==> src/include/status_out_pkg.sv <==
// Constants, register map and types for the servo status output block
`default_nettype none
package status_out_pkg;
    // ****************************************
    // Clock and timing
    // ****************************************
    localparam int unsigned CLK_MHZ = 100;
    localparam int unsigned ZERO_PULSE_US = 400;
    localparam int unsigned ZERO_PULSE_CYCLES = ZERO_PULSE_US * CLK_MHZ;
    localparam int unsigned WARN_SETTLE_MS = 1500;
    localparam int unsigned WARN_SETTLE_CYCLES = WARN_SETTLE_MS * 1000 * CLK_MHZ;
    localparam int unsigned ZERO_CNT_W = 24;
    localparam int unsigned SETTLE_CNT_W = 32;
    // ****************************************
    // Register offsets (byte addresses)
    // ****************************************
    localparam logic [7:0] OFS_OUT_ASSIGN = 8'h00;
    localparam logic [7:0] OFS_ZS_THRESH = 8'h04;
    localparam logic [7:0] OFS_PULSE_COUNT = 8'h08;
    localparam logic [7:0] OFS_PULSE_DIR = 8'h0C;
    localparam logic [7:0] OFS_MON_SEL_FIRST = 8'h10;
    localparam logic [7:0] OFS_MON_SEL_SECOND = 8'h14;
    localparam logic [7:0] OFS_STATUS = 8'h18;
    // ****************************************
    // Field layout and reset values
    // ****************************************
    localparam int unsigned PIN_COUNT = 3;
    localparam int unsigned FUNC_W = 3;
    localparam int unsigned ASSIGN_W = PIN_COUNT * FUNC_W;
    localparam int unsigned MON_SEL_W = 2;
    localparam int unsigned MON_W = 10;
    localparam int unsigned STATUS_W = 7;
    localparam logic [ASSIGN_W-1:0] RST_OUT_ASSIGN = 9'h000;
    localparam logic [15:0] RST_ZS_THRESH = 16'h0032;
    localparam logic [15:0] ZS_HYSTERESIS = 16'h0014;
    localparam logic [15:0] RST_PULSE_COUNT = 16'h0FA0;
    localparam logic RST_PULSE_DIR = 1'b0;
    localparam logic [MON_SEL_W-1:0] RST_MON_SEL_FIRST = 2'h0;
    localparam logic [MON_SEL_W-1:0] RST_MON_SEL_SECOND = 2'h1;
    // ****************************************
    // Encoder resolution and warning codes
    // ****************************************
    localparam int unsigned ENC_RES_W = 18;
    localparam logic [ENC_RES_W:0] ENC_RES = 19'h40000;
    localparam logic [7:0] CODE_BATT_CABLE = 8'h92;
    localparam logic [7:0] CODE_BATT_LOW = 8'h9F;
    // ****************************************
    // Output function codes
    // ****************************************
    typedef enum logic [FUNC_W-1:0] {
        FN_NONE = 3'h0,
        FN_TORQUE_LIMIT = 3'h1,
        FN_ZERO_SPEED = 3'h2,
        FN_WARNING = 3'h3,
        FN_BATTERY = 3'h4,
        FN_GAIN_SWITCH = 3'h5,
        FN_POS_LOST = 3'h6
    } out_func_type;
endpackage : status_out_pkg
`default_nettype wire

==> src/include/pulse_gen_if.sv <==
// Interface between status logic and the encoder pulse generator
`default_nettype none
interface pulse_gen_if;
    logic step;
    logic step_ccw;
    logic zero_mark;
    logic [15:0] pulse_count;
    logic dir_invert;
    logic a;
    logic a_n;
    logic b;
    logic b_n;
    logic z;
    logic z_n;
    modport gen (
        input step, step_ccw, zero_mark, pulse_count, dir_invert,
        output a, a_n, b, b_n, z, z_n
    );
    modport ctl (
        output step, step_ccw, zero_mark, pulse_count, dir_invert,
        input a, a_n, b, b_n, z, z_n
    );
endinterface : pulse_gen_if
`default_nettype wire

==> src/logic/monitor_select.sv <==
// Analog monitor source selection with registered 10-bit code
`default_nettype none
module monitor_select (
    // Clock and reset
    input wire logic clk,
    input wire logic rst_n,
    // Selection and sources
    input wire logic [status_out_pkg::MON_SEL_W-1:0] sel,
    input wire logic [15:0] src_speed,
    input wire logic [15:0] src_torque,
    input wire logic [15:0] src_limit,
    input wire logic [15:0] src_pos_error,
    // Code out
    output logic [status_out_pkg::MON_W-1:0] code_q
);
    logic [15:0] chosen;
    logic [status_out_pkg::MON_W-1:0] code_d;

    // Signed source to offset binary, top ten bits
    assign chosen = (sel == 2'h0) ? src_speed :
                    (sel == 2'h1) ? src_torque :
                    (sel == 2'h2) ? src_limit : src_pos_error;
    assign code_d = {~chosen[15], chosen[14:6]};

    always_ff @(posedge clk or negedge rst_n)
    begin
        if (!rst_n)
            code_q <= 10'h000;
        else
            code_q <= code_d;
    end
endmodule : monitor_select
`default_nettype wire

==> src/logic/quad_encoder_out.sv <==
// Divided A/B quadrature output and stretched zero-point pulse
`default_nettype none
module quad_encoder_out #(
    parameter int unsigned ZERO_PULSE_CYCLES = status_out_pkg::ZERO_PULSE_CYCLES
) (
    // Clock and reset
    input wire logic clk,
    input wire logic rst_n,
    // Generator side
    pulse_gen_if.gen pg
);
    localparam int unsigned RW = status_out_pkg::ENC_RES_W;
    localparam int unsigned CW = status_out_pkg::ZERO_CNT_W;
    localparam logic [CW-1:0] ZLOAD = CW'(ZERO_PULSE_CYCLES - 1);

    logic [RW-1:0] acc_q;
    logic [RW-1:0] acc_d;
    logic [RW:0] sum;
    logic edge_due;
    logic forward;
    logic [1:0] phase_q;
    logic [1:0] phase_d;
    logic [CW-1:0] zcnt_q;
    logic [CW-1:0] zcnt_d;
    logic z_d;

    // ****************************************
    // Divider: pulse_count A/B periods per revolution
    // ****************************************
    assign sum = {1'b0, acc_q} + {1'b0, pg.pulse_count, 2'b00};
    assign edge_due = pg.step && (sum >= status_out_pkg::ENC_RES);
    assign acc_d = !pg.step ? acc_q :
                   edge_due ? RW'(sum - status_out_pkg::ENC_RES) : sum[RW-1:0];
    assign forward = pg.step_ccw ^ pg.dir_invert;
    assign phase_d = !edge_due ? phase_q : forward ? phase_q + 2'h1 : phase_q - 2'h1;

    // ****************************************
    // Zero-point stretch
    // ****************************************
    assign zcnt_d = pg.zero_mark ? ZLOAD : (zcnt_q != '0) ? zcnt_q - CW'(1) : zcnt_q;
    assign z_d = pg.zero_mark || (zcnt_q != '0);

    always_ff @(posedge clk or negedge rst_n)
    begin
        if (!rst_n)
        begin
            acc_q <= '0;
            phase_q <= 2'h0;
            zcnt_q <= '0;
            pg.a <= 1'b0;
            pg.a_n <= 1'b1;
            pg.b <= 1'b0;
            pg.b_n <= 1'b1;
            pg.z <= 1'b0;
            pg.z_n <= 1'b1;
        end
        else
        begin
            acc_q <= acc_d;
            phase_q <= phase_d;
            zcnt_q <= zcnt_d;
            // Forward walk A leads B by a quarter period
            pg.a <= phase_d[0] ^ phase_d[1];
            pg.a_n <= ~(phase_d[0] ^ phase_d[1]);
            pg.b <= phase_d[1];
            pg.b_n <= ~phase_d[1];
            pg.z <= z_d;
            pg.z_n <= ~z_d;
        end
    end
endmodule : quad_encoder_out
`default_nettype wire

==> src/logic/servo_status_output_logic.sv <==
// Servo status outputs, encoder pulse outputs and analog monitors with Wishbone registers
`default_nettype none
module servo_status_output_logic #(
    parameter int unsigned ZERO_PULSE_CYCLES = status_out_pkg::ZERO_PULSE_CYCLES,
    parameter int unsigned WARN_SETTLE_CYCLES = status_out_pkg::WARN_SETTLE_CYCLES
) (
    // Clock and reset
    input wire logic SYS_CLK,
    input wire logic RST_N,
    // Wishbone slave
    input wire logic WB_CYC_I,
    input wire logic WB_STB_I,
    input wire logic WB_WE_I,
    input wire logic [7:0] WB_ADR_I,
    input wire logic [3:0] WB_SEL_I,
    input wire logic [31:0] WB_DAT_I,
    output logic [31:0] WB_DAT_O,
    output logic WB_ACK_O,
    // Servo control core
    input wire logic SERVO_ON,
    input wire logic [15:0] MOTOR_SPEED,
    input wire logic [15:0] TORQUE,
    input wire logic [15:0] TORQUE_LIMIT,
    input wire logic WARNING_ACTIVE,
    input wire logic [7:0] WARNING_CODE,
    input wire logic VAR_GAIN_ACTIVE,
    input wire logic ABS_POS_ERASED,
    input wire logic POSITION_LOOP_MODE,
    input wire logic [15:0] POS_ERROR,
    // Encoder position events
    input wire logic ENC_STEP,
    input wire logic ENC_STEP_CCW,
    input wire logic ENC_ZERO_MARK,
    // Discrete status pins
    output logic [status_out_pkg::PIN_COUNT-1:0] STATUS_PIN,
    // Encoder pulse outputs
    output logic ENC_OUT_A,
    output logic ENC_OUT_A_N,
    output logic ENC_OUT_B,
    output logic ENC_OUT_B_N,
    output logic ENC_OUT_ZERO,
    output logic ENC_OUT_ZERO_N,
    // Analog monitor codes
    output logic [status_out_pkg::MON_W-1:0] ANALOG_MONITOR_FIRST,
    output logic [status_out_pkg::MON_W-1:0] ANALOG_MONITOR_SECOND
);
    localparam int unsigned SW = status_out_pkg::SETTLE_CNT_W;
    localparam logic [SW-1:0] SETTLE_LAST = SW'(WARN_SETTLE_CYCLES - 1);

    // ****************************************
    // Byte-lane write merge
    // ****************************************
    function automatic logic [31:0] merge_lanes(input logic [31:0] old_v, input logic [31:0] new_v,
                                                input logic [3:0] sel);
        logic [31:0] res;
        res = old_v;
        for (int i = 0; i < 4; i++)
        begin
            if (sel[i])
                res[i*8 +: 8] = new_v[i*8 +: 8];
        end
        return res;
    endfunction : merge_lanes

    // ****************************************
    // Registers
    // ****************************************
    logic [status_out_pkg::ASSIGN_W-1:0] assign_q;
    logic [15:0] zs_thresh_q;
    logic [15:0] pulse_count_q;
    logic pulse_dir_q;
    logic [status_out_pkg::MON_SEL_W-1:0] mon_sel_first_q;
    logic [status_out_pkg::MON_SEL_W-1:0] mon_sel_second_q;

    logic ack_q;
    logic [31:0] rdata_q;

    logic [status_out_pkg::ASSIGN_W-1:0] assign_d;
    logic [15:0] zs_thresh_d;
    logic [15:0] pulse_count_d;
    logic pulse_dir_d;
    logic [status_out_pkg::MON_SEL_W-1:0] mon_sel_first_d;
    logic [status_out_pkg::MON_SEL_W-1:0] mon_sel_second_d;

    logic ack_d;
    logic [31:0] rdata_d;

    // ****************************************
    // Status state
    // ****************************************
    logic torque_limit_reached_q;
    logic zero_speed_flag_q;
    logic warning_flag_q;
    logic battery_warning_flag_q;
    logic gain_switch_active_q;
    logic position_lost_flag_q;

    logic settled_q;
    logic [SW-1:0] settle_cnt_q;

    logic [status_out_pkg::PIN_COUNT-1:0] pin_q;

    logic torque_limit_reached_d;
    logic zero_speed_flag_d;
    logic warning_flag_d;
    logic battery_warning_flag_d;
    logic gain_switch_active_d;
    logic position_lost_flag_d;

    logic settled_d;
    logic [SW-1:0] settle_cnt_d;

    logic [status_out_pkg::PIN_COUNT-1:0] pin_d;

    // ****************************************
    // Bus decode
    // ****************************************
    wire req = WB_CYC_I && WB_STB_I && !ack_q;
    wire wr = req && WB_WE_I;

    wire hit_assign = WB_ADR_I == status_out_pkg::OFS_OUT_ASSIGN;
    wire hit_thresh = WB_ADR_I == status_out_pkg::OFS_ZS_THRESH;
    wire hit_count = WB_ADR_I == status_out_pkg::OFS_PULSE_COUNT;
    wire hit_dir = WB_ADR_I == status_out_pkg::OFS_PULSE_DIR;
    wire hit_mon1 = WB_ADR_I == status_out_pkg::OFS_MON_SEL_FIRST;
    wire hit_mon2 = WB_ADR_I == status_out_pkg::OFS_MON_SEL_SECOND;
    wire hit_status = WB_ADR_I == status_out_pkg::OFS_STATUS;

    wire [31:0] wv_assign = merge_lanes(32'(assign_q), WB_DAT_I, WB_SEL_I);
    wire [31:0] wv_thresh = merge_lanes(32'(zs_thresh_q), WB_DAT_I, WB_SEL_I);
    wire [31:0] wv_count = merge_lanes(32'(pulse_count_q), WB_DAT_I, WB_SEL_I);
    wire [31:0] wv_dir = merge_lanes(32'(pulse_dir_q), WB_DAT_I, WB_SEL_I);
    wire [31:0] wv_mon1 = merge_lanes(32'(mon_sel_first_q), WB_DAT_I, WB_SEL_I);
    wire [31:0] wv_mon2 = merge_lanes(32'(mon_sel_second_q), WB_DAT_I, WB_SEL_I);

    assign assign_d = (wr && hit_assign) ? wv_assign[status_out_pkg::ASSIGN_W-1:0] : assign_q;
    assign zs_thresh_d = (wr && hit_thresh) ? wv_thresh[15:0] : zs_thresh_q;
    assign pulse_count_d = (wr && hit_count) ? wv_count[15:0] : pulse_count_q;
    assign pulse_dir_d = (wr && hit_dir) ? wv_dir[0] : pulse_dir_q;
    assign mon_sel_first_d = (wr && hit_mon1) ? wv_mon1[status_out_pkg::MON_SEL_W-1:0] : mon_sel_first_q;
    assign mon_sel_second_d = (wr && hit_mon2) ? wv_mon2[status_out_pkg::MON_SEL_W-1:0] : mon_sel_second_q;

    wire [status_out_pkg::STATUS_W-1:0] status_word = {settled_q, position_lost_flag_q, gain_switch_active_q,
        battery_warning_flag_q, warning_flag_q, zero_speed_flag_q, torque_limit_reached_q};

    // Unmapped offsets read zero, writes to them are dropped
    assign rdata_d = !req ? 32'h00000000 :
                     hit_assign ? 32'(assign_q) :
                     hit_thresh ? 32'(zs_thresh_q) :
                     hit_count ? 32'(pulse_count_q) :
                     hit_dir ? 32'(pulse_dir_q) :
                     hit_mon1 ? 32'(mon_sel_first_q) :
                     hit_mon2 ? 32'(mon_sel_second_q) :
                     hit_status ? 32'(status_word) : 32'h00000000;
    assign ack_d = req;

    // ****************************************
    // Speed and torque magnitudes
    // ****************************************
    wire [15:0] speed_abs = MOTOR_SPEED[15] ? 16'(-MOTOR_SPEED) : MOTOR_SPEED;
    wire [15:0] torque_abs = TORQUE[15] ? 16'(-TORQUE) : TORQUE;
    wire [16:0] zs_off_level = {1'b0, zs_thresh_q} + {1'b0, status_out_pkg::ZS_HYSTERESIS};

    // ****************************************
    // Status functions
    // ****************************************
    assign torque_limit_reached_d = SERVO_ON && (torque_abs >= TORQUE_LIMIT);
    assign zero_speed_flag_d = zero_speed_flag_q ? ({1'b0, speed_abs} < zs_off_level)
                                                 : (speed_abs <= zs_thresh_q);

    // Power-on settle window for the warning outputs
    assign settle_cnt_d = settled_q ? settle_cnt_q : settle_cnt_q + SW'(1);
    assign settled_d = settled_q || (settle_cnt_q == SETTLE_LAST);

    wire batt_code = (WARNING_CODE == status_out_pkg::CODE_BATT_CABLE)
                     || (WARNING_CODE == status_out_pkg::CODE_BATT_LOW);
    assign warning_flag_d = settled_q && WARNING_ACTIVE;
    assign battery_warning_flag_d = settled_q && WARNING_ACTIVE && batt_code;
    assign gain_switch_active_d = VAR_GAIN_ACTIVE;
    assign position_lost_flag_d = ABS_POS_ERASED && !POSITION_LOOP_MODE;

    // ****************************************
    // Pin assignment
    // ****************************************
    logic [6:0] func_vec;
    assign func_vec = {position_lost_flag_q, gain_switch_active_q, battery_warning_flag_q,
                       warning_flag_q, zero_speed_flag_q, torque_limit_reached_q, 1'b0};

    genvar gp;
    generate
        for (gp = 0; gp < status_out_pkg::PIN_COUNT; gp++)
        begin : g_pin
            wire [status_out_pkg::FUNC_W-1:0] fsel = assign_q[gp*status_out_pkg::FUNC_W +: status_out_pkg::FUNC_W];
            // FN_NONE and unused codes drive the pin inactive
            assign pin_d[gp] = (fsel != status_out_pkg::FN_NONE) && (fsel <= status_out_pkg::FN_POS_LOST)
                               && func_vec[fsel];
        end
    endgenerate

    // ****************************************
    // Clocked state
    // ****************************************
    always_ff @(posedge SYS_CLK or negedge RST_N)
    begin
        if (!RST_N)
        begin
            assign_q <= status_out_pkg::RST_OUT_ASSIGN;
            zs_thresh_q <= status_out_pkg::RST_ZS_THRESH;
            pulse_count_q <= status_out_pkg::RST_PULSE_COUNT;
            pulse_dir_q <= status_out_pkg::RST_PULSE_DIR;
            mon_sel_first_q <= status_out_pkg::RST_MON_SEL_FIRST;
            mon_sel_second_q <= status_out_pkg::RST_MON_SEL_SECOND;

            ack_q <= 1'b0;
            rdata_q <= 32'h00000000;
        end
        else
        begin
            assign_q <= assign_d;
            zs_thresh_q <= zs_thresh_d;
            pulse_count_q <= pulse_count_d;
            pulse_dir_q <= pulse_dir_d;
            mon_sel_first_q <= mon_sel_first_d;
            mon_sel_second_q <= mon_sel_second_d;

            ack_q <= ack_d;
            rdata_q <= rdata_d;
        end
    end

    always_ff @(posedge SYS_CLK or negedge RST_N)
    begin
        if (!RST_N)
        begin
            torque_limit_reached_q <= 1'b0;
            zero_speed_flag_q <= 1'b0;
            warning_flag_q <= 1'b0;
            battery_warning_flag_q <= 1'b0;
            gain_switch_active_q <= 1'b0;
            position_lost_flag_q <= 1'b0;

            settled_q <= 1'b0;
            settle_cnt_q <= '0;

            pin_q <= '0;
        end
        else
        begin
            torque_limit_reached_q <= torque_limit_reached_d;
            zero_speed_flag_q <= zero_speed_flag_d;
            warning_flag_q <= warning_flag_d;
            battery_warning_flag_q <= battery_warning_flag_d;
            gain_switch_active_q <= gain_switch_active_d;
            position_lost_flag_q <= position_lost_flag_d;

            settled_q <= settled_d;
            settle_cnt_q <= settle_cnt_d;

            pin_q <= pin_d;
        end
    end

    // ****************************************
    // Encoder pulse generator
    // ****************************************
    pulse_gen_if pg ();
    assign pg.step = ENC_STEP;
    assign pg.step_ccw = ENC_STEP_CCW;
    assign pg.zero_mark = ENC_ZERO_MARK;

    assign pg.pulse_count = pulse_count_q;
    assign pg.dir_invert = pulse_dir_q;

    quad_encoder_out #(
        .ZERO_PULSE_CYCLES(ZERO_PULSE_CYCLES)
    ) u_quad (
        .clk(SYS_CLK),
        .rst_n(RST_N),
        .pg(pg.gen)
    );

    // ****************************************
    // Analog monitors
    // ****************************************
    monitor_select u_mon_first (
        .clk(SYS_CLK),
        .rst_n(RST_N),
        .sel(mon_sel_first_q),
        .src_speed(MOTOR_SPEED),
        .src_torque(TORQUE),
        .src_limit(TORQUE_LIMIT),
        .src_pos_error(POS_ERROR),
        .code_q(ANALOG_MONITOR_FIRST)
    );

    monitor_select u_mon_second (
        .clk(SYS_CLK),
        .rst_n(RST_N),
        .sel(mon_sel_second_q),
        .src_speed(MOTOR_SPEED),
        .src_torque(TORQUE),
        .src_limit(TORQUE_LIMIT),
        .src_pos_error(POS_ERROR),
        .code_q(ANALOG_MONITOR_SECOND)
    );

    // ****************************************
    // Output drive
    // ****************************************
    assign WB_ACK_O = ack_q;
    assign WB_DAT_O = rdata_q;

    assign STATUS_PIN = pin_q;

    assign ENC_OUT_A = pg.a;
    assign ENC_OUT_A_N = pg.a_n;
    assign ENC_OUT_B = pg.b;
    assign ENC_OUT_B_N = pg.b_n;
    assign ENC_OUT_ZERO = pg.z;
    assign ENC_OUT_ZERO_N = pg.z_n;
endmodule : servo_status_output_logic
`default_nettype wire

==> config.mk <==
export PLATFORM = sky130hd
export DESIGN_NAME = servo_status_output_logic
export DESIGN_NICKNAME = d
export VERILOG_FILES = /design/src/include/status_out_pkg.sv /design/src/include/pulse_gen_if.sv /design/src/logic/monitor_select.sv /design/src/logic/quad_encoder_out.sv /design/src/logic/servo_status_output_logic.sv
export SDC_FILE = /design/constraint.sdc
export NUM_CORES = 1
export LEC_CHECK = 0
export ABC_AREA = 0
export BUFFER_PORTS_ARGS = -buffer_cell sky130_fd_sc_hd__clkbuf_2
export CAP_MARGIN = 5
export CORE_ASPECT_RATIO = 0.8
export CORE_UTILIZATION = 53
export CTS_BUF_LIST = sky130_fd_sc_hd__clkbuf_8
export CTS_CLUSTER_SIZE = 20
export DETAILED_ROUTE_END_ITERATION = 8
export PLACE_DENSITY = 0.8
export SLEW_MARGIN = 20
export SYNTH_ARGS = -nofsm -noshare
export SYNTH_HDL_FRONTEND = slang
export SYNTH_SLANG_ARGS = --single-unit
==> constraint.sdc <==
create_clock -name SYS_CLK -period 2.28 [get_ports SYS_CLK]
set_input_delay 0.228 -clock SYS_CLK [delete_from_list [all_inputs] [get_ports SYS_CLK]]
set_output_delay 0.228 -clock SYS_CLK [all_outputs]
set_load 0.01 [all_outputs]
Word level (Yosys, flattened, before mapping):

Cells that the tools add are included.

* flip-flop bits (word level): 175
* input bits: 129
* logic and storage cells: 140

* add/subtract/negate cells: 9
* magnitude comparators: 10
* eq/ne operators: 13
* muxes and demuxes: 28
* bitwise logic cells: 7
* reductions and logical operators: 42

Operators by type and width (count)
* two-way mux 16 bit: 12
* two-way mux 24 bit: 2
* adder 32 x 1 -> 32 bit, second input constant: 1
* equality test 32 x 28 -> 1 bit, second input constant: 1
* negation 16 bit: 2
* two-way mux 7 bit: 4
* equality test 8 x 5 -> 1 bit, second input constant: 3
* nonzero test 24 bit: 1
* subtractor 24 x 1 -> 24 bit, second input constant: 1
* logical AND 1 bit: 20
* adder 18 x 18 -> 19 bit: 1
* >= comparator 19 bit, second input constant: 1
* two-way mux 18 bit: 1
* AND reduction 2 bit: 9
* subtractor 18 x 1 -> 18 bit, second input constant: 1
* adder 16 x 5 -> 17 bit, second input constant: 1
* less-than comparator 16 x 17 -> 1 bit: 1
* equality test 8 x 4 -> 1 bit, second input constant: 2
* equality test 8 bit, second input constant: 2
* >= comparator 16 bit: 1
* less-or-equal comparator 16 bit: 1
* less-than comparator 3 x 4 -> 1 bit, second input constant: 3
* binary-select mux 1 bit (select 3 bit): 3
* less-or-equal comparator 3 bit, second input constant: 3
* other kinds (15): 32

Logic depth before layout (Yosys ltp):

Gate-level depths: netlist of the first run.

* word-level depth: 9
* depth in mapped cells: 13

Hierarchy:

A second synthesis of the first run with hierarchy kept.

* cell total of the unflattened synthesis: 986
* area, all modules: 10547.6 sq um

Modules (own cells, without submodules)
* servo_status_output_logic: times used 1, cells each 651, area each 6590.1 sq um, sequential area each 2640.0 sq um
* quad_encoder_out: times used 1, cells each 289, area each 2899.0 sq um, sequential area each 1179.9 sq um
* monitor_select: times used 2, cells each 23, area each 529.3 sq um, sequential area each 250.2 sq um

Least setup slack after synthesis of the first run:

OpenSTA, ideal clock, no wires.

* path type: in2reg
* from: in TORQUE[1]
* to: reg torque_limit_reached_q
* library setup time: 120 ps
* data arrival time: 2776 ps
* required time: 2160 ps
* setup slack: -615 ps
* stages on the path: 11
* path through: or2_2 or4_1 or2_2 o41ai_1 xnor2_1 ha_1 a21o_1 a21o_1 a221oi_1 o211ai_1 and3_1

* word-level cells in the longest chain between the ends: 4

RTL lines
* start: declaration: RTL line servo_status_output_logic.sv:22 `input wire logic [15:0] TORQUE,`
* negation 16 bit: RTL line servo_status_output_logic.sv:161 `wire [15:0] torque_abs = TORQUE[15] ? 16'(-TORQUE) : TORQUE;`
* two-way mux 16 bit *: RTL line servo_status_output_logic.sv:161
* >= comparator 16 bit *: RTL line servo_status_output_logic.sv:167 `assign torque_limit_reached_d = SERVO_ON && (torque_abs >= TORQUE_LIMIT);`
* logical AND 1 bit *: RTL line servo_status_output_logic.sv:167
* via torque_limit_reached_d: RTL line servo_status_output_logic.sv:103 `logic torque_limit_reached_d;`
* end signal: assignment: RTL line servo_status_output_logic.sv:249 `torque_limit_reached_q <= torque_limit_reached_d;`
* end: declaration: RTL line servo_status_output_logic.sv:91 `logic torque_limit_reached_q;`

Mark *: on every way through the listed nets, which the timed path passes. The rest lies on a longest branch.
A chain may end at the register's enable or synchronous reset.

Worst setup path in the final report of the first run:

* from: reg zs_thresh_q[2]
* to: reg zero_speed_flag_q

* word-level cells in the longest chain between the ends: 3
* elaborated cells between the ends (all ways): 4
* classes of those cells: 1 x add/sub; 2 x order compare; 1 x mux

RTL lines
* start: declaration: RTL line servo_status_output_logic.sv:69 `logic [15:0] zs_thresh_q;`
* start signal: assignment: RTL line servo_status_output_logic.sv:208 `zs_thresh_q <= status_out_pkg::RST_ZS_THRESH;`
* start signal: assignment: RTL line servo_status_output_logic.sv:220 `zs_thresh_q <= zs_thresh_d;`
* adder 16 x 5 -> 17 bit: RTL line servo_status_output_logic.sv:162 `wire [16:0] zs_off_level = {1'b0, zs_thresh_q} + {1'b0, status_out_pkg::ZS_HYSTERESIS};`
* less-than comparator 16 x 17 -> 1 bit: RTL line servo_status_output_logic.sv:168 `assign zero_speed_flag_d = zero_speed_flag_q ? ({1'b0, speed_abs} < zs_off_level)`
* two-way mux 1 bit *: RTL line servo_status_output_logic.sv:168
* via zero_speed_flag_d: RTL line servo_status_output_logic.sv:104 `logic zero_speed_flag_d;`
* end signal: assignment: RTL line servo_status_output_logic.sv:250 `zero_speed_flag_q <= zero_speed_flag_d;`
* end: declaration: RTL line servo_status_output_logic.sv:92 `logic zero_speed_flag_q;`

Marks and branches as above.

==> results of run 1 <==
-- synth_stat cells (all sizes together), types with 7 or more instances --
| master | instances | area [µm²] |
|---|---|---|
| dfstp | 13 | 342 |
| o31ai | 7 | 66.3 |
| buf | 23 | 156 |
| or4 | 11 | 91.3 |
| dfrtp | 159 | 3980 |
| a21o | 10 | 75.1 |
| clkbuf | 18 | 67.6 |
| a22oi | 15 | 113 |
| nand2 | 72 | 270 |
| mux4 | 20 | 450 |
| xor2 | 22 | 193 |
| nand3 | 25 | 125 |
| xnor2 | 82 | 718 |
| ha | 67 | 838 |
| a21oi | 46 | 234 |
| o21ai | 51 | 255 |
| mux2 | 44 | 495 |
| mux2i | 10 | 100 |
| or3 | 14 | 95.1 |
| nand2b | 23 | 144 |
| nor4 | 12 | 75.1 |
| nor2 | 65 | 244 |
| inv | 57 | 214 |
| nand4 | 14 | 87.6 |
| nor3 | 31 | 166 |
-- repair_timing --
item,CTS,global route
hold buffers,12,0
gates cloned,0,0
endpoints found under the setup margin,19,25
resized for setup,40,24
pin swaps,29,19
endpoints found under the hold margin,60,0
setup buffers,2,3
-- cell families after synthesis --
| kind of cell | synth area share |
|---|---|
| other | 0.000362 |
| buffers and inverters | 0.0423 |
| AO/OA/AOI/OAI | 0.118 |
| flip-flops | 0.418 |
| adder cells (fa/ha/maj) | 0.0830 |
| multiplexers | 0.101 |
| AND/OR/NAND/NOR | 0.149 |
| XOR/XNOR | 0.0880 |
-- worst max-delay path by stage --
stage	slack, ps	cells past startpoint	endpoint	from
6_report	-270	13	zero_speed_flag_q	zs_thresh_q[2]
5_1_grt	-320	13	zero_speed_flag_q	zs_thresh_q[2]
4_1_cts	-190	12	zero_speed_flag_q	zs_thresh_q[5]
3_5_place_dp	-750	12	zero_speed_flag_q	MOTOR_SPEED[6]
3_3_place_gp	-670	10	zero_speed_flag_q	MOTOR_SPEED[6]
2_1_floorplan	-530	11	torque_limit_reached_q	TORQUE[1]
-- power by group --
| group | switching [mW] | total [mW] | internal (mW) |
|---|---|---|---|
| Combinational | 0.621 | 1.18 | 0.562 |
| Clock | 1.15 | 2.49 | 1.34 |
| Sequential | 0.0667 | 3.21 | 3.14 |
-- final cells by class --
cell class                 instances  area (µm²)  area share
timing repair buffer             306        2010       0.151
clock inverter                    14         215      0.0162
inverter                          57         214      0.0161
tap                              258         323      0.0243
antenna                            1        2.50    0.000188
clock buffer                      18         248      0.0186
multi-input combinational        746        5970       0.449
sequential                       172        4320       0.325
-- stage by stage --
stage | total power [mW] | utilization | hold WS, ps
2_1_floorplan | 3.86 | - | -67.6
3_3_place_gp | 4.31 | 0.649 | 235
3_5_place_dp | 4.35 | 0.649 | 242
4_1_cts | 6.88 | 0.691 | 0.641
5_1_grt | 7.17 | 0.699 | 8.97
6_report | 6.89 | 0.699 | 10.2
-- worst min-delay path: stages --
cell and delay (ps):
clkbuf_2 100, nand2_1 50, o21ai_0 60
-- state kept, by name, indices dropped and copies added, names as in the netlist, 2 cells and up --
| signal | flops |
|---|---|
| settle_cnt_q | 32 |
| WB_DAT_O | 16 |
| u_mon_second.code_q | 10 |
| u_mon_first.code_q | 10 |
| u_quad.acc_q | 16 |
| mon_sel_second_q | 2 |
| assign_q | 9 |
| u_quad.zcnt_q | 24 |
| mon_sel_first_q | 2 |
| pg.pulse_count | 16 |
| zs_thresh_q | 16 |
| STATUS_PIN | 3 |
-- cells in the final DEF (no fill, tap or decap), types with 9 or more instances in the layout --
cell type,Yosys,final
dfrtp_1,159,159
clkbuf_2,0,148
buf_4,16,137
xnor2_1,82,78
nand2_1,72,72
ha_1,67,67
nor2_1,65,64
inv_1,57,58
o21ai_0,51,46
mux2_2,44,44
a21oi_1,45,41
nand3_1,25,24
nor3_1,30,23
nand2b_1,23,22
xor2_1,22,22
mux4_2,20,20
clkbuf_8,0,18
conb_1,1,16
a22oi_1,15,15
nand4_1,14,14
dfstp_2,13,13
dlygate4sd3_1,0,12
nor4_1,12,10
a21o_1,10,10
mux2i_1,10,9
-- metal layers --
| metal | routed length (µm) | track usage | vias to the layer above |
|---|---|---|---|
| met5 | 0 | 0 | - |
| met4 | 524 | 0.0820 | 0 |
| met3 | 2250 | 0.0668 | 49 |
| met2 | 12600 | 0.443 | 391 |
| met1 | 12400 | 0.409 | 4399 |
| li1 | - | - | 4183 |
==> impl_metrics.env, run 1 <==
export IMPL_yosys_warnings=0
export IMPL_skew_ps=9.69
export IMPL_grt_pass1_vias=8882
export IMPL_finalHoldViolCount=0
export IMPL_setup_viol=4
export IMPL_min_period_ps=2550
export IMPL_fillers=1352
export IMPL_synth_cell_type_count=73
export IMPL_area_growth_pct=28.6
export IMPL_dpl_cell_area_mm2=0.0124
export IMPL_grt_usage=0.289
export IMPL_crit_buf_inv=2
export IMPL_die_y_um=127
export IMPL_drive_gt1_frac=0.353
export IMPL_portBuffers=150
export IMPL_cts_buffers_inserted=17
export IMPL_root_buffer="clkbuf_8"
export IMPL_relSlewSlack=0.590
export IMPL_cpLargestDelayFamily="compound AO/OA/AOI/OAI gates"
export IMPL_final_nets=1497
export IMPL_post_drt_wl_per_cell_um=17.7
export IMPL_leakagePower_nw=6.28
export IMPL_holdPathStages=3
export IMPL_crit_chain="ha_1 -> nor2_2 -> nor3_1 -> buf_4 -> buf_4 -> xnor2_2 -> ha_1 -> a21oi_1 -> o211ai_1 -> a41oi_1 -> nor2_1 -> nand3_1 -> a2bb2oi_2"
export IMPL_grt_overflow=0
export IMPL_seq_area_frac_synth=0.418
export IMPL_maxSlewViolCount=0
export IMPL_h_tree_depth=4
export IMPL_drc=0
export IMPL_drt_wl_total_um=27800
export IMPL_first_iter_violations=629
export IMPL_vias=9022
export IMPL_maxCapViolations=0
export IMPL_fin_tns_setup_ps=-457
export IMPL_clk_pin_slew_ps=90
export IMPL_final_cell_area_mm2=0.0133
export IMPL_coreArea_mm2=0.0190
export IMPL_dr_pass1_iters=5
export IMPL_cp_max_fo=4
export IMPL_hold_path_class="primary input to flop"
export IMPL_grt_setup_unrepaired="true"
export IMPL_cts_tree="done"
export IMPL_gp_congestion=0.979
export IMPL_dp_cells=1522
export IMPL_worstReg2RegEnd="zero_speed_flag_q"
export IMPL_rrSetupSlack_ps=-270
export IMPL_top_level_ports=191
export IMPL_power_density_mw_per_mm2=518
export IMPL_clockBufferDepth=2
export IMPL_worstReg2RegStart="zs_thresh_q[2]"
export IMPL_avgSynthCellArea_um2=10.3
export IMPL_violations="negative setup slack"
export IMPL_fin_crit_sh=1.12
export IMPL_irDropWorstVdd_mv=0.334
export IMPL_holdCritStartpoint="WB_DAT_I[7]"
export IMPL_via_per_inst=5.74
export IMPL_slowest_delay_ps=400
export IMPL_synthCells=1001
export IMPL_status="finished with violations"
export IMPL_async_flop_share=1.00
export IMPL_hold_path_endpoint="zs_thresh_q[7]"
export IMPL_start_util=0.544
export IMPL_clk_latency_ps=470
export IMPL_critical_path_slowest_cell="dfrtp_1"
export IMPL_hpwlAfterDp_um=21000
export IMPL_cp_end_kind="flop"
export IMPL_rows=45
export IMPL_grt_max_degree=63
export IMPL_cp_start_kind="flop"
export IMPL_criticalPathCategory="flop to flop"
export IMPL_cp_required_ps=2620
export IMPL_yosys_most_used_dff="dfrtp_1"
export IMPL_synth_seq_cells=172
export IMPL_syn_cell_area_mm2=0.0103
export IMPL_die_area_mm2=0.0201
export IMPL_synth_edf_count=0
export IMPL_fin_cells=1572
export IMPL_grt_pass1_wl_um=44700
export IMPL_clock_fmax_mhz=392
export IMPL_arrival_ps=2890
export IMPL_fin_ws_ps=-273
export IMPL_place_ws_ps=-753
export IMPL_final_antenna_net_count=0
export IMPL_cts_sinks=172
export IMPL_reg2reg_depth=13
export IMPL_worst_pin_slew_ps=616
export IMPL_antenna_found_initial=2
export IMPL_die_x_um=158
(Power assumes the default switching activity.)
==> run 2: changes to the inputs <==
Settings changed: CAP_MARGIN 5 to 25, CORE_MARGIN set to 2, SETUP_SLACK_MARGIN set to 0.02.
==> impl_metrics.env, run 2 (synthesis results as in run 1) <==
export IMPL_worstReg2RegEnd="zero_speed_flag_q"
export IMPL_place_ws_ps=-777
export IMPL_irDropWorstVdd_mv=0.422
export IMPL_grt_pass1_vias=8852
export IMPL_leakagePower_nw=6.28
export IMPL_largest_reg_flops=32
export IMPL_dp_cells=1522
export IMPL_utilization=0.698
export IMPL_violations="negative setup slack"
export IMPL_fillers=1383
export IMPL_die_y_um=129
export IMPL_drt_wl_total_um=27600
export IMPL_fin_tns_setup_ps=-560
export IMPL_clock_fmax_mhz=390
export IMPL_antenna_found_initial=0
export IMPL_start_util=0.544
export IMPL_vias=9038
export IMPL_cts_tree="done"
export IMPL_maxSlewViolCount=0
export IMPL_design_power_total_mw=6.47
export IMPL_rows=45
export IMPL_worstReg2RegStart="zs_thresh_q[5]"
export IMPL_hold_path_endpoint="zs_thresh_q[7]"
export IMPL_whs_ps=8.22
export IMPL_cts_sinks=172
export IMPL_drive_gt1_frac=0.365
export IMPL_layout_common_cells="dfrtp_1, clkbuf_2, buf_4"
export IMPL_rrSetupSlack_ps=-290
export IMPL_area_growth_pct=28.5
export IMPL_final_nets=1504
export IMPL_grt_setup_unrepaired="true"
export IMPL_final_cell_area_mm2=0.0133
export IMPL_die_area_mm2=0.0207
export IMPL_post_drt_wl_per_cell_um=17.5
export IMPL_min_period_ps=2570
export IMPL_hpwlAfterDp_um=20800
export IMPL_root_buffer="clkbuf_8"
export IMPL_clk_pin_slew_ps=100
export IMPL_grt_max_degree=49
export IMPL_cp_max_fo=4
export IMPL_coreArea_mm2=0.0190
export IMPL_top_regs="settle_cnt_q: 32 flops, u_quad.zcnt_q: 24 flops"
export IMPL_clockBufferDepth=2
export IMPL_fin_crit_sh=1.13
export IMPL_via_per_inst=5.73
export IMPL_diodes=0
export IMPL_dpl_cell_area_mm2=0.0124
export IMPL_criticalPathCategory="flop to flop"
export IMPL_power_density_mw_per_mm2=487
export IMPL_top_level_ports=191
export IMPL_ff_latch_area_mm2=0.00432
export IMPL_h_tree_depth=4
export IMPL_status="finished with violations"
export IMPL_skew_ps=10.8
export IMPL_cp_start_kind="flop"
export IMPL_final_antenna_net_count=0
export IMPL_multi_input_area_mm2=0.00602
export IMPL_cts_buffers_inserted=17
export IMPL_reg2reg_depth=12
export IMPL_die_x_um=160
export IMPL_grt_overflow=0
export IMPL_portBuffers=150
export IMPL_holdCritStartpoint="WB_DAT_I[7]"
export IMPL_first_iter_violations=729
export IMPL_gp_congestion=0.974
export IMPL_fin_cells=1578
export IMPL_largest_register="settle_cnt_q"
export IMPL_relSlewSlack=0.577
export IMPL_maxCapViolations=0
export IMPL_grt_pass1_wl_um=43900
export IMPL_clk_latency_ps=460
export IMPL_cp_required_ps=2680
export IMPL_arrival_ps=2960
export IMPL_layout_commonest_cell="dfrtp_1"
export IMPL_finalHoldViolCount=0
export IMPL_worst_pin_slew_ps=635
export IMPL_setup_viol=7
export IMPL_fin_ws_ps=-287
export IMPL_holdPathStages=3
export IMPL_dr_pass1_iters=8
export IMPL_grt_usage=0.268
export IMPL_cp_end_kind="flop"
export IMPL_drc=0
export IMPL_hold_path_class="primary input to flop"
==> run 2: cell count changes in the layout (fill, tap and decap cells not counted), sizes merged <==
cell         previous run  this run
dlygate4sd3            12        10
clkinvlp                1         2
diode                   1         0
bufinv                  5         1
inv                    61        62
clkinv                  4         6
buf                   146       155
==> run 2: worst max path at each step <==
stage | depth (start not counted) | to | slack [ps] | from
after floorplan | 11 | torque_limit_reached_q | -530 | TORQUE[1]
after global placement | 12 | torque_limit_reached_q | -660 | TORQUE[1]
after detailed placement | 10 | zero_speed_flag_q | -780 | MOTOR_SPEED[6]
after CTS | 12 | zero_speed_flag_q | -180 | zs_thresh_q[5]
after global routing | 12 | zero_speed_flag_q | -380 | zs_thresh_q[5]
final | 12 | zero_speed_flag_q | -290 | zs_thresh_q[5]
==> run 2: worst max-delay path, stage by stage (launching register included) <==
cell       delay (ps)
dfstp_2           540
nand4_1           170
nor3_2            200
buf_4             170
nand3_4            90
xnor2_2           150
ha_1              320
a22oi_2           160
o211ai_1          190
a41oi_2           210
nor2_1             70
nand3_1            90
a2bb2oi_1         150
==> run 2: layer usage <==
metal / vias to the layer above / wire (µm) / global-route usage
li1: 4184 / - / -
met2: 376 / 12200 / 0.403
met5: - / 0 / 0
met4: 0 / 455 / 0.0662
met3: 42 / 2460 / 0.0725
met1: 4436 / 12500 / 0.389
==> run 2: cell type report <==
class,count,share of cell area
repair buffers,313,0.154
multi-input cells,746,0.453
clock inverters,14,0.00932
well taps,258,0.0243
clock buffers,18,0.0186
flip-flops and latches,172,0.325
inverters,57,0.0161
==> run 2: power by group <==
group	switching (mW)	internal [mW]	leakage (nW)
Combinational	0.619	0.573	3.93
Sequential	0.0689	3.14	2.16
Clock	1.17	0.897	0.192
==> run 2: what timing repair did <==
item / in CTS / in global routing
pin swaps: 27 / 32
hold buffers: 10 / 0
gates resized for setup: 39 / 35
setup endpoints to repair: 25 / 30
setup buffers: 6 / 8
endpoints found under the hold margin: 46 / 0
==> run 3: changes to the inputs <==
Settings changed: CORE_UTILIZATION 53 to 55, PLACE_DENSITY 0.8 to 0.79, TNS_END_PERCENT set to 20.
Clock period 2.28 ns to 2.6 ns, I/O delays scaled along.
==> impl_metrics.env, run 3 (synthesis results as in run 1) <==
export IMPL_layout_commonest_cell="dfrtp_1"
export IMPL_hold_path_class="primary input to flop"
export IMPL_grt_max_degree=68
export IMPL_multi_input_area_mm2=0.00588
export IMPL_cts_sinks=172
export IMPL_dp_cells=1435
export IMPL_h_tree_depth=4
export IMPL_final_antenna_net_count=0
export IMPL_area_growth_pct=20.7
export IMPL_final_nets=1412
export IMPL_clockBufferDepth=2
export IMPL_criticalPathCategory="primary input to flop"
export IMPL_die_x_um=157
export IMPL_grt_overflow=0
export IMPL_vias=8642
export IMPL_drc=0
export IMPL_die_area_mm2=0.0199
export IMPL_finalHoldViolCount=0
export IMPL_dr_pass1_iters=6
export IMPL_cp_required_ps=3000
export IMPL_portBuffers=150
export IMPL_power_density_mw_per_mm2=466
export IMPL_start_util=0.566
export IMPL_fin_crit_sh=1.01
export IMPL_maxCapViolations=0
export IMPL_gp_congestion=0.936
export IMPL_setup_viol=1
export IMPL_post_drt_wl_per_cell_um=17.9
export IMPL_die_y_um=127
export IMPL_fillers=1397
export IMPL_root_buffer="clkbuf_8"
export IMPL_first_iter_violations=1032
export IMPL_largest_reg_flops=32
export IMPL_clock_fmax_mhz=379
export IMPL_fin_cells=1482
export IMPL_cts_buffers_inserted=17
export IMPL_layout_common_cells="dfrtp_1, clkbuf_2, xnor2_1"
export IMPL_coreArea_mm2=0.0183
export IMPL_via_per_inst=5.83
export IMPL_grt_pass1_vias=8125
export IMPL_status="finished with violations"
export IMPL_design_power_total_mw=5.82
export IMPL_fin_ws_ps=-36.1
export IMPL_largest_register="settle_cnt_q"
export IMPL_worst_pin_slew_ps=742
export IMPL_clk_pin_slew_ps=90
export IMPL_ff_latch_area_mm2=0.00432
export IMPL_drt_wl_total_um=26500
export IMPL_cp_max_fo=4
export IMPL_top_regs="settle_cnt_q: 32 flops, u_quad.zcnt_q: 24 flops"
export IMPL_irDropWorstVdd_mv=0.332
export IMPL_grt_pass1_wl_um=41900
export IMPL_drive_gt1_frac=0.298
export IMPL_antenna_found_initial=1
export IMPL_hpwlAfterDp_um=20000
export IMPL_leakagePower_nw=5.81
export IMPL_grt_usage=0.270
export IMPL_arrival_ps=3040
export IMPL_violations="negative setup slack"
export IMPL_grt_setup_unrepaired="true"
export IMPL_top_level_ports=191
export IMPL_clk_latency_ps=490
export IMPL_cts_tree="done"
export IMPL_cp_end_kind="flop"
export IMPL_cp_start_kind="primary input"
export IMPL_min_period_ps=2640
export IMPL_skew_ps=13.5
export IMPL_maxSlewViolCount=0
export IMPL_relSlewSlack=0.505
export IMPL_rows=44
==> run 3: path summary, 6_finish.rpt <==
path | cells past startpoint | endpoint | slack (ps) | from
worst max-delay path | 12 | zero_speed_flag_q | -40 | MOTOR_SPEED[6]
min in group asynchronous | 2 | u_mon_second.code_q[6] | 320 | RST_N
worst max register to register | 12 | zero_speed_flag_q | 0 | zs_thresh_q[5]
worst min register to register | 1 | settle_cnt_q[22] | 480 | settle_cnt_q[22]
worst min-delay path | 3 | zs_thresh_q[6] | 30 | WB_DAT_I[6]
max in group asynchronous | 3 | zs_thresh_q[5] | 1440 | RST_N
==> run 3: layout make-up <==
cell class / instances / area share
antenna: 1 / 0.000200
clock buffer: 18 / 0.0198
multi-input combinational: 746 / 0.471
clock inverter: 14 / 0.0144
inverter: 57 / 0.0171
tap: 253 / 0.0253
sequential: 172 / 0.346
timing repair buffer: 221 / 0.106
==> run 3: through the flow <==
| stage | util | setup slack (ps) | area, µm² | TNS (ps) | hold slack, ps |
|---|---|---|---|---|---|
| 2_1_floorplan | - | -237 | 10400 | -382 | -35.6 |
| 3_3_place_gp | 0.641 | -417 | 11700 | -797 | 296 |
| 3_5_place_dp | 0.641 | -550 | 11700 | -1080 | 299 |
| 4_1_cts | 0.672 | 18.0 | 12300 | 0 | 4.01 |
| 5_1_grt | 0.684 | -173 | 12500 | -255 | 29.5 |
| 6_report | 0.684 | -36.1 | 12500 | -36.1 | 26.0 |
==> run 3: routing by layer <==
layer / routed length, µm / track usage / vias up
li1: - / - / 4009
met5: 0 / 0 / -
met3: 2170 / 0.0557 / 52
met2: 11600 / 0.389 / 385
met1: 12200 / 0.414 / 4196
met4: 551 / 0.0749 / 0
==> run 3: report_power, final <==
group / switching [mW] / leakage (nW) / internal (mW)
combinational: 0.520 / 3.45 / 0.437
sequential: 0.0567 / 2.16 / 2.76
clock: 1.06 / 0.211 / 0.994
total: 1.64 / 5.81 / 4.19
==> run 3: what timing repair did <==
| item | in CTS | in global routing |
|---|---|---|
| resized for setup | 7 | 31 |
| pin swaps | 4 | 14 |
| buffers inserted | 1 | 3 |
| hold endpoints to repair | 61 | 0 |
| endpoints found under the setup margin | 3 | 8 |
| cloned | 0 | 0 |
| hold buffers | 10 | 0 |
==> run 3: critical path, stage by stage <==
cell,delay (ps)
clkbuf_2,90
or4_1,580
or3_4,450
o31ai_2,280
xnor2_1,160
ha_1,340
a21oi_1,180
o211ai_1,160
a41oi_1,190
nor2_1,60
nand3_1,90
a2bb2oi_1,190
